`config.mk`:
```
export PLATFORM = sky130hd
export DESIGN_NAME = rtcsa_top
export DESIGN_NICKNAME = d
export VERILOG_FILES = /design/src/hw/rtcsa_pkg.sv /design/src/hw/rtcsa_top.sv
export VERILOG_INCLUDE_DIRS = /design/src /design/src/hw
export SDC_FILE = /design/constraint.sdc
export NUM_CORES = 1
export LEC_CHECK = 0
export BUFFER_PORTS_ARGS = -buffer_cell sky130_fd_sc_hd__buf_4
export CAP_MARGIN = 20
export CORE_MARGIN = 2
export CORE_UTILIZATION = 55
export DETAILED_ROUTE_END_ITERATION = 8
export PLACE_DENSITY_LB_ADDON = 0.12
export SYNTH_ARGS = -nofsm -noshare
export SYNTH_HDL_FRONTEND = slang
export SYNTH_SLANG_ARGS = --single-unit
```
`constraint.sdc`:
```
create_clock -name i_clk -period 8.7 [get_ports i_clk]
set_clock_uncertainty 0.1 [all_clocks]
set_input_delay 0.87 -clock i_clk [delete_from_list [all_inputs] [get_ports i_clk]]
set_output_delay 0.87 -clock i_clk [all_outputs]
set_load 0.01 [all_outputs]
```
`src/hw/rtcsa_defines.svh`:
```
// ============================================================
// Behaviour
// - pointer read: write address, restart, read
// - pointer advances on master ack only
// - stream next locations until STOP
// - clock address read freezes time copy
// - freeze ends on STOP or RAM address
// - bare read starts at stored pointer
// - write: address byte loads the pointer
// - data stored at pointer, then pointer advances
// - ack address, word address, each data byte while the write buffer has room
// - power fail deselects and write protects
// - power fail asserts reset output
// - protection and reset hold for recovery delay
// - on battery all outputs released
// - battery check at power-up and daily
// - low battery sets flag bit four
// - flag stays until a later check passes
// - no battery check without main supply
// - answer only the fixed slave address
// - power fail aborts transfer, clears pointer
`ifndef RTCSA_DEFINES_SVH
`define RTCSA_DEFINES_SVH

`define RTCSA_SLAVE7      7'h68
`define RTCSA_CLK_END     6'h07
`define RTCSA_RAM_BASE    6'h14
`define RTCSA_FLAGS_ADDR  6'h0F
`define RTCSA_FLAGS_RST   8'h00
`define RTCSA_BL_BIT      4
`define RTCSA_PTR_ZERO    6'h00
`define RTCSA_PTR_LAST    6'h3F
`define RTCSA_BITS        4'h8
`define RTCSA_LAST_BIT    4'h7
`define RTCSA_CLK_NS      4
`define RTCSA_REC_TIME_US 40
`define RTCSA_DAY_TICKS   86400

`endif

```
`src/hw/rtcsa_pkg.sv`:
```
package rtcsa_pkg;
  // ============================================================
  // serial engine states, one-hot
  typedef enum logic [4:0]
  {
    RTCSA_IDLE = 5'h01,
    RTCSA_RX   = 5'h02,
    RTCSA_ACK  = 5'h04,
    RTCSA_TX   = 5'h08,
    RTCSA_MACK = 5'h10
  } rtcsa_state_e;

  // which byte of a write-direction transfer is being received
  typedef enum logic [1:0]
  {
    RTCSA_K_ADDR  = 2'h0,
    RTCSA_K_WADDR = 2'h1,
    RTCSA_K_DATA  = 2'h2
  } rtcsa_kind_e;

  // one buffered register write
  typedef struct packed
  {
    logic [5:0] addr;
    logic [7:0] data;
  } rtcsa_wr_s;
endpackage

```
`src/hw/rtcsa_top.sv`:
```
`timescale 1ns/10ps
`default_nettype none
`include "rtcsa_defines.svh"

// ============================================================
// write buffer between serial receiver and register array
module rtcsa_fifo #(
  parameter int W     = 14,
  parameter int DEPTH = 8
) (
  input  wire logic         i_clk,
  input  wire logic         i_rst_n,
  input  wire logic         i_in_valid,
  output var  logic         o_in_ready,
  input  wire logic [W-1:0] i_in_data,
  output var  logic         o_out_valid,
  input  wire logic         i_out_ready,
  output var  logic [W-1:0] o_out_data
);
  localparam int AW = $clog2(DEPTH);
  logic [W-1:0] mem [DEPTH];
  logic [AW-1:0] wp;
  logic [AW-1:0] rp;
  logic [AW:0]   cnt;
  wire push = i_in_valid && o_in_ready;
  wire pop  = o_out_valid && i_out_ready;

  // honest full and empty from the occupancy count
  assign o_in_ready  = (cnt != (AW+1)'(DEPTH));
  assign o_out_valid = (cnt != '0);
  assign o_out_data  = mem[rp];

  // storage has no reset; only pointers and count need a defined value
  always_ff @(posedge i_clk)
  begin
    if (push)
      mem[wp] <= i_in_data;
  end

  always_ff @(posedge i_clk or negedge i_rst_n)
  begin
    if (!i_rst_n)
    begin
      wp  <= '0;
      rp  <= '0;
      cnt <= '0;
    end
    else
    begin
      if (push)
        wp <= wp + 1'b1;
      if (pop)
        rp <= rp + 1'b1;
      cnt <= cnt + (AW+1)'(push) - (AW+1)'(pop);
    end
  end
endmodule

// ============================================================
// serial slave access and supply supervisor
module rtcsa_top #(
  parameter int REC_CYCLES = ((`RTCSA_REC_TIME_US * 1000) + `RTCSA_CLK_NS - 1) / `RTCSA_CLK_NS,
  parameter int DAY_TICKS  = `RTCSA_DAY_TICKS
) (
  input  wire logic i_clk,
  input  wire logic i_rst_n,
  input  wire logic i_scl,
  input  wire logic i_sda_i,
  output var  logic o_sda_o,
  output var  logic o_sda_oe,
  input  wire logic i_power_fail,
  input  wire logic i_on_battery,
  input  wire logic i_battery_below,
  input  wire logic i_tick,
  output var  logic o_rst_o,
  output var  logic o_rst_oe,
  output var  logic o_update_hold,
  output var  logic o_battery_low_flag
);
  // pointer step with wrap at the top of the 64 locations
  function automatic logic [5:0] ptr_next(input logic [5:0] p);
    ptr_next = (p == `RTCSA_PTR_LAST) ? `RTCSA_PTR_ZERO : p + 6'h01;
  endfunction

  // ==========================================================
  // input synchronisers; stage one feeds stage two only
  logic [4:0] sy1;
  logic [4:0] sy2;
  logic [1:0] sy3;
  always_ff @(posedge i_clk or negedge i_rst_n)
  begin
    if (!i_rst_n)
    begin
      sy1 <= 5'h1B;
      sy2 <= 5'h1B;
      sy3 <= 2'h3;
    end
    else
    begin
      sy1 <= {i_scl, i_sda_i, i_power_fail, i_on_battery, i_battery_below};
      sy2 <= sy1;
      sy3 <= sy2[4:3];
    end
  end
  // reset values assume idle bus and failed supply until seen otherwise
  wire scl_s  = sy2[4];
  wire sda_s  = sy2[3];
  wire pf_s   = sy2[2] | sy2[1];
  wire bat_s  = sy2[1];
  wire blow_s = sy2[0];
  wire scl_rise = scl_s && !sy3[1];
  wire scl_fall = !scl_s && sy3[1];
  wire start    = scl_s && sy3[1] && !sda_s && sy3[0];
  wire stop     = scl_s && sy3[1] && sda_s && !sy3[0];

  // ==========================================================
  // supply supervisor: protection, reset pin, battery checks
  logic [23:0] rec;
  logic [23:0] day;
  wire wp       = pf_s || (rec != 24'h0);
  wire pwr_chk  = (rec == 24'h1) && !pf_s;
  wire day_end  = (day == 24'(DAY_TICKS - 1));
  wire day_chk  = i_tick && day_end && !wp;
  wire chk      = !pf_s && (pwr_chk || day_chk);

  // recovery count restarts on every power fail and at power-up
  always_ff @(posedge i_clk or negedge i_rst_n)
  begin
    if (!i_rst_n)
    begin
      rec  <= 24'(REC_CYCLES);
      day  <= 24'h0;
      o_battery_low_flag <= 1'b0;
      o_rst_o  <= 1'b0;
      o_rst_oe <= 1'b0;
    end
    else
    begin
      rec <= pf_s ? 24'(REC_CYCLES) : ((rec != 24'h0) ? rec - 24'h1 : rec);
      day <= wp ? 24'h0 : (i_tick ? (day_end ? 24'h0 : day + 24'h1) : day);
      if (chk)
        o_battery_low_flag <= blow_s;
      o_rst_o  <= 1'b0;
      o_rst_oe <= wp && !bat_s;
    end
  end

  // ==========================================================
  // register array and write buffer
  logic [7:0] regs [64];
  logic [5:0] ptr;
  logic [7:0] sh;
  logic [3:0] cnt;
  logic       rw;
  logic       acked;
  rtcsa_pkg::rtcsa_state_e st;
  rtcsa_pkg::rtcsa_kind_e  kind;
  rtcsa_pkg::rtcsa_wr_s    f_in;
  rtcsa_pkg::rtcsa_wr_s    f_out;
  logic f_in_ready;
  logic f_out_valid;

  wire byte_end = (st == rtcsa_pkg::RTCSA_RX) && scl_fall && (cnt == `RTCSA_BITS);
  wire tx_load  = scl_fall && (((st == rtcsa_pkg::RTCSA_ACK) && rw)
                  || ((st == rtcsa_pkg::RTCSA_MACK) && acked));
  wire busy_ev  = pf_s || bat_s || start || stop;
  wire f_push   = byte_end && (kind == rtcsa_pkg::RTCSA_K_DATA) && f_in_ready && !busy_ev;
  wire f_pop_ok = !tx_load; // drain stalls while a byte is fetched
  wire reg_we   = f_out_valid && f_pop_ok && !wp
                  && (f_out.addr != `RTCSA_FLAGS_ADDR);
  wire addr_hit = (sh[7:1] == `RTCSA_SLAVE7) && !wp;
  wire rx_ok    = (kind == rtcsa_pkg::RTCSA_K_ADDR) ? addr_hit
                : (kind == rtcsa_pkg::RTCSA_K_WADDR) ? 1'b1 : f_in_ready;
  wire [7:0] flags_rd = `RTCSA_FLAGS_RST | (8'h01 << `RTCSA_BL_BIT);
  wire [7:0] rd_data  = (ptr == `RTCSA_FLAGS_ADDR)
                      ? (o_battery_low_flag ? flags_rd : `RTCSA_FLAGS_RST) : regs[ptr];

  assign f_in.addr = ptr;
  assign f_in.data = sh;

  rtcsa_fifo #(.W(14), .DEPTH(8)) u_fifo (
    .i_clk       (i_clk),
    .i_rst_n     (i_rst_n),
    .i_in_valid  (f_push),
    .o_in_ready  (f_in_ready),
    .i_in_data   (f_in),
    .o_out_valid (f_out_valid),
    .i_out_ready (f_pop_ok),
    .o_out_data  (f_out)
  );

  // contents are kept across power fail, so no reset here
  always_ff @(posedge i_clk)
  begin
    if (reg_we)
      regs[f_out.addr] <= f_out.data;
  end

  // ==========================================================
  // serial engine: sample on scl rise, drive on scl fall
  always_ff @(posedge i_clk or negedge i_rst_n)
  begin
    if (!i_rst_n)
    begin
      st <= rtcsa_pkg::RTCSA_IDLE;
      kind <= rtcsa_pkg::RTCSA_K_ADDR;
      ptr <= `RTCSA_PTR_ZERO;
      sh <= 8'h00;
      cnt <= 4'h0;
      rw <= 1'b0;
      acked <= 1'b0;
      o_sda_oe <= 1'b0;
    end
    else if (pf_s)
    begin
      st <= rtcsa_pkg::RTCSA_IDLE;
      ptr <= `RTCSA_PTR_ZERO;
      o_sda_oe <= 1'b0;
    end
    else if (start)
    begin
      st <= rtcsa_pkg::RTCSA_RX;
      kind <= rtcsa_pkg::RTCSA_K_ADDR;
      cnt <= 4'h0;
      o_sda_oe <= 1'b0;
    end
    else if (stop)
    begin
      st <= rtcsa_pkg::RTCSA_IDLE;
      o_sda_oe <= 1'b0;
    end
    else
    begin
      case (st)
        rtcsa_pkg::RTCSA_RX:
        begin
          if (scl_rise)
          begin
            sh <= {sh[6:0], sda_s};
            cnt <= cnt + 4'h1;
          end
          else if (byte_end)
          begin
            cnt <= 4'h0;
            o_sda_oe <= rx_ok;
            st <= rx_ok ? rtcsa_pkg::RTCSA_ACK : rtcsa_pkg::RTCSA_IDLE;
            if (kind == rtcsa_pkg::RTCSA_K_ADDR)
              rw <= sh[0];
            if (kind == rtcsa_pkg::RTCSA_K_WADDR)
              ptr <= sh[5:0];
          end
        end
        rtcsa_pkg::RTCSA_ACK:
        begin
          if (scl_fall)
          begin
            if (!rw && (kind == rtcsa_pkg::RTCSA_K_DATA))
              ptr <= ptr_next(ptr);
            kind <= (kind == rtcsa_pkg::RTCSA_K_ADDR)
                    ? rtcsa_pkg::RTCSA_K_WADDR : rtcsa_pkg::RTCSA_K_DATA;
            st <= rw ? rtcsa_pkg::RTCSA_TX : rtcsa_pkg::RTCSA_RX;
            sh <= rw ? rd_data : sh;
            o_sda_oe <= rw && !rd_data[7];
          end
        end
        rtcsa_pkg::RTCSA_TX:
        begin
          if (scl_fall && (cnt == `RTCSA_LAST_BIT))
          begin
            o_sda_oe <= 1'b0; // free the line for the master ack
            cnt <= 4'h0;
            st <= rtcsa_pkg::RTCSA_MACK;
          end
          else if (scl_fall)
          begin
            cnt <= cnt + 4'h1;
            sh <= {sh[6:0], 1'b0};
            o_sda_oe <= !sh[6];
          end
        end
        rtcsa_pkg::RTCSA_MACK:
        begin
          if (scl_rise)
          begin
            acked <= !sda_s;
            if (!sda_s)
              ptr <= ptr_next(ptr);
          end
          else if (scl_fall)
          begin
            st <= acked ? rtcsa_pkg::RTCSA_TX : rtcsa_pkg::RTCSA_IDLE;
            sh <= rd_data;
            o_sda_oe <= acked && !rd_data[7];
          end
        end
        default:
          st <= rtcsa_pkg::RTCSA_IDLE;
      endcase
    end
  end

  // ==========================================================
  // time copy freeze while clock addresses are read out
  always_ff @(posedge i_clk or negedge i_rst_n)
  begin
    if (!i_rst_n)
    begin
      o_update_hold <= 1'b0;
      o_sda_o <= 1'b0;
    end
    else
    begin
      o_sda_o <= 1'b0; // open drain: only the enable moves
      if (pf_s || stop)
        o_update_hold <= 1'b0;
      else if (tx_load && (ptr <= `RTCSA_CLK_END))
        o_update_hold <= 1'b1;
      else if (tx_load && (ptr >= `RTCSA_RAM_BASE))
        o_update_hold <= 1'b0;
    end
  end

  // ==========================================================
  // checks
  chk_ack_advance: assert property (@(posedge i_clk) disable iff (!i_rst_n)
    (st == rtcsa_pkg::RTCSA_MACK) && scl_rise && !sda_s && !busy_ev
    |=> ptr == ptr_next($past(ptr)))
    else $error("pointer did not advance on master ack");
  chk_nack_hold: assert property (@(posedge i_clk) disable iff (!i_rst_n)
    (st == rtcsa_pkg::RTCSA_MACK) && scl_rise && sda_s && !busy_ev |=> $stable(ptr))
    else $error("pointer moved without master ack");
  chk_hold_clock: assert property (@(posedge i_clk) disable iff (!i_rst_n)
    tx_load && (ptr <= `RTCSA_CLK_END) && !busy_ev |=> o_update_hold)
    else $error("clock read did not freeze update");
  chk_hold_stop: assert property (@(posedge i_clk) disable iff (!i_rst_n)
    stop |=> !o_update_hold)
    else $error("update freeze survived stop");
  chk_pf_abort: assert property (@(posedge i_clk) disable iff (!i_rst_n)
    pf_s |=> (st == rtcsa_pkg::RTCSA_IDLE) && (ptr == `RTCSA_PTR_ZERO) && !o_sda_oe)
    else $error("power fail did not abort transfer");
  chk_rst_hold: assert property (@(posedge i_clk) disable iff (!i_rst_n)
    $fell(pf_s) && !bat_s |=> o_rst_oe [*8])
    else $error("reset released before recovery delay");
  chk_rst_pf: assert property (@(posedge i_clk) disable iff (!i_rst_n)
    pf_s && !bat_s |=> o_rst_oe)
    else $error("reset not asserted in power fail");
  chk_batt_hiz: assert property (@(posedge i_clk) disable iff (!i_rst_n)
    bat_s |=> !o_sda_oe && !o_rst_oe)
    else $error("output driven on battery");
  chk_bl_set: assert property (@(posedge i_clk) disable iff (!i_rst_n)
    chk |=> o_battery_low_flag == $past(blow_s))
    else $error("battery flag does not follow check");
  chk_no_check: assert property (@(posedge i_clk) disable iff (!i_rst_n)
    pf_s |-> !chk)
    else $error("battery check without main supply");
  chk_addr_ack: assert property (@(posedge i_clk) disable iff (!i_rst_n)
    byte_end && (kind == rtcsa_pkg::RTCSA_K_ADDR) && addr_hit && !busy_ev |=> o_sda_oe)
    else $error("own address not acknowledged");
  cov_read_stream: cover property (@(posedge i_clk) disable iff (!i_rst_n)
    (st == rtcsa_pkg::RTCSA_MACK) && scl_rise && !sda_s);
  cov_write_byte: cover property (@(posedge i_clk) disable iff (!i_rst_n) f_push);
  cov_fifo_full: cover property (@(posedge i_clk) disable iff (!i_rst_n) !f_in_ready);
  cov_day_check: cover property (@(posedge i_clk) disable iff (!i_rst_n) day_chk);
endmodule

`default_nettype wire

```
==> results.yml <==
clock_network:
  post_cts_resized: 0
  clock_tree.root_cell: "clkbuf_16"
  cts_setup_buffers: 0
  holdBufCountCts: 0
  htree_levels: 3
  clkSinkCount: 725
  cts_max_path_buffers: 3
  cts_buffers: 74
  clk_latency_ns: 0.62
  cts_tree: "done"
  clk_pin_slew_ns: 0.06
global_route:
  grt-ovfl-total: 0
  grt_pass1_vias: 15517
  track_usage_pct: 24.38
  grt_first_pass_wirelength_mm: 99.93
  grt_max_degree: 117
  antenna_found_initial: 1
critical_path:
  criticalPathCategory: "reg -> reg"
  worstPathRequired_ns: 8.84
  arrival_ns: 4.62
  crit_fanout: 8
  start_kind: "register"
  worstSetupEndpointType: "register"
final_layout:
  n_antenna_cell: 0
  fin_area_mm2: 0.03294
  nets: 1769
  layout-drive-gt1-share_pct: 19.44
  utilization_pct: 62.30
  area_growth_pct: 11.57
min_path:
  hp-class: "in -> async"
detailed_routing:
  dr_total_vias: 15679
  routed_wl_mm: 66.13
  dr.first_iter.drc_count: 2075
  wl_per_cell_um: 26.52
  drc: 0
  viasPerCell: 6.287
  antenna_left: 0
  dr.pass1.iters: 6
outcome:
  run_status: "finished clean"
yosys:
  synth_area_mm2: 0.02952
  synth_top_cell_by_area: "edfxtp_1"
  ys_warn_count: 0
  synth_most_common_cell: "edfxtp_1"
  synth_cells: 1704
  ys_types: 73
  ys_seq_elements: 725
  synth-edff-count: 624
  syn_area_per_cell_um2: 17.33
  synthArstFlopShare_pct: 13.93
  synth_top_cell_area_share_pct: 63.47
  synthFlopType: "edfxtp_1"
  seq_area_frac_synth_pct: 72.10
  synth.area.top_cells: "edfxtp_1 63%, mux4_2 11%, dfrtp_1 7.2%"
  synth_commonest_cells: "624 x edfxtp_1, 164 x nor2_1, 143 x mux4_2"
timing:
  hold_ws_ns: 0.08068
  fin_crit_ns: 4.479
  worst_pin_slew_ns: 1.103
  slew_headroom_pct: 25.52
  max_freq_mhz: 223.3
  hold_viol: 0
  tns_ns: 0
  setup_viol: 0
  drv_slew: 0
  rsz0062_at_grt: "no"
  period_share_pct: 51.48
floorplan:
  die-height_um: 235.7
  ioPinCount: 14
  die_w_um: 235.7
  start_util_pct: 55.85
  core_area_mm2: 0.05287
  rows: 84
  dieArea_mm2: 0.05555
power:
  finalPower_mw: 6.990
  peakVddDrop_mv: 0.1635
  leakage_nw: 9.384
  p_per_area_mw_per_mm2: 212.2
placement:
  gp_congestion: 0.8879
  dpl-instance-area_mm2: 0.03043
  io_buffers: 11
  dpl.hpwl_mm: 39.07
run:
  maxCapViolCount: 0
per-stage QoR:
step / std cells / setup slack, ns
floorplan: 1713 / 5.220
detailed placement: 2355 / 4.335
CTS: 2493 / 4.362
finish: 2494 / 4.221
global placement: 2355 / 4.401
global route: 2494 / 4.021
logic make-up (layout without fill, tap and decap cells):
kind of cell / count (synthesis) / after routing / synth area share, %
AOI/OAI and AO/OA: 181 / 181 / 3.933
xor gates and xnor gates: 40 / 40 / 1.237
adders and majority gates: 17 / 17 / 0.7459
buffers and inverters: 96 / 189 / 1.339
DFF: 725 / 725 / 72.10
muxes: 226 / 226 / 13.82
other: 1 / 10 / 0.01270
and+or+nand+nor: 418 / 418 / 6.819
cells in the final DEF (no fill, tap or decap), types with 11 or more instances in the layout:
cell,n
edfxtp_1,624
o22ai_1,19
o211ai_1,13
o21ai_0,43
dfstp_2,16
nand2b_1,18
clkinv_2,14
xnor2_1,13
nor2_1,163
clkbuf_16,77
and3_1,12
buf_4,29
mux2i_1,61
a21oi_1,40
ha_1,16
xor2_1,25
mux2_2,14
nor2b_1,11
mux4_2,143
dfrtp_1,81
nor3_1,15
nand3_1,38
nand2_1,86
clkbuf_1,17
or3_1,13
inv_1,18
routing by layer:
metal | vias up | global-route usage (%) | part of all wire, %
met2 | 708 | 37.00 | 46
li1 | 6810 | - | -
met4 | 2 | 8.222 | 3.4
met3 | 152 | 5.957 | 8.4
met5 | - | 0 | 0.020
met1 | 8007 | 35.11 | 42
flip-flops by register name, indices dropped and copies added (netlist names):
register and cells:
sh 8, sy3 2, sy1 5, u_fifo.mem 112, u_fifo.cnt 4, kind 2
o_battery_low_flag 1, st 5, rec 24, u_fifo.rp 3, o_sda_oe 1, o_update_hold 1
cnt 4, regs 512, rw 1, ptr 6, day 24, sy2 5
o_rst_oe 1, u_fifo.wp 3, acked 1
worst max-delay path, stage by stage (launching register included):
cell,delay [ns]
dfrtp_1,0.41
or4_1,0.67
nor4_1,0.47
and4_1,0.43
nand2_1,0.09
nor2_1,0.70
nand2_1,0.53
nor2_1,0.69
area by class of cell:
class,instances,area [um2]
Sequential cell,725,21300
Clock buffer,97,2032
Fill cell,3766,19930
Timing Repair Buffer,32,285.3
Clock inverter,41,445.4
Tap cell,688,860.8
Inverter,19,71.32
Multi-Input combinational cell,892,7945
power breakdown:
part           total, mW  switching [mW]  leakage (nW)  internal, mW
sequential          3.74         0.00581          6.05          3.74
clock               3.21            1.31          1.21          1.90
combinational     0.0406          0.0288          2.12        0.0119
total               6.99            1.34          9.38          5.65
worst paths after layout:
path	from	endpoint	slack (ns)	cells past startpoint
worst max register to register	rec[11]	regs[16][7]	4.22	7
worst max-delay path	rec[11]	regs[16][7]	4.22	7
worst min register to register	sy1[0]	sy2[0]	0.26	0
max in group asynchronous	i_rst_n	rec[18]	7.15	2
min in group i_clk	sy1[0]	sy2[0]	0.26	0
worst min-delay path	i_rst_n	sh[1]	0.08	1
Power figures use the tool's default switching activity.
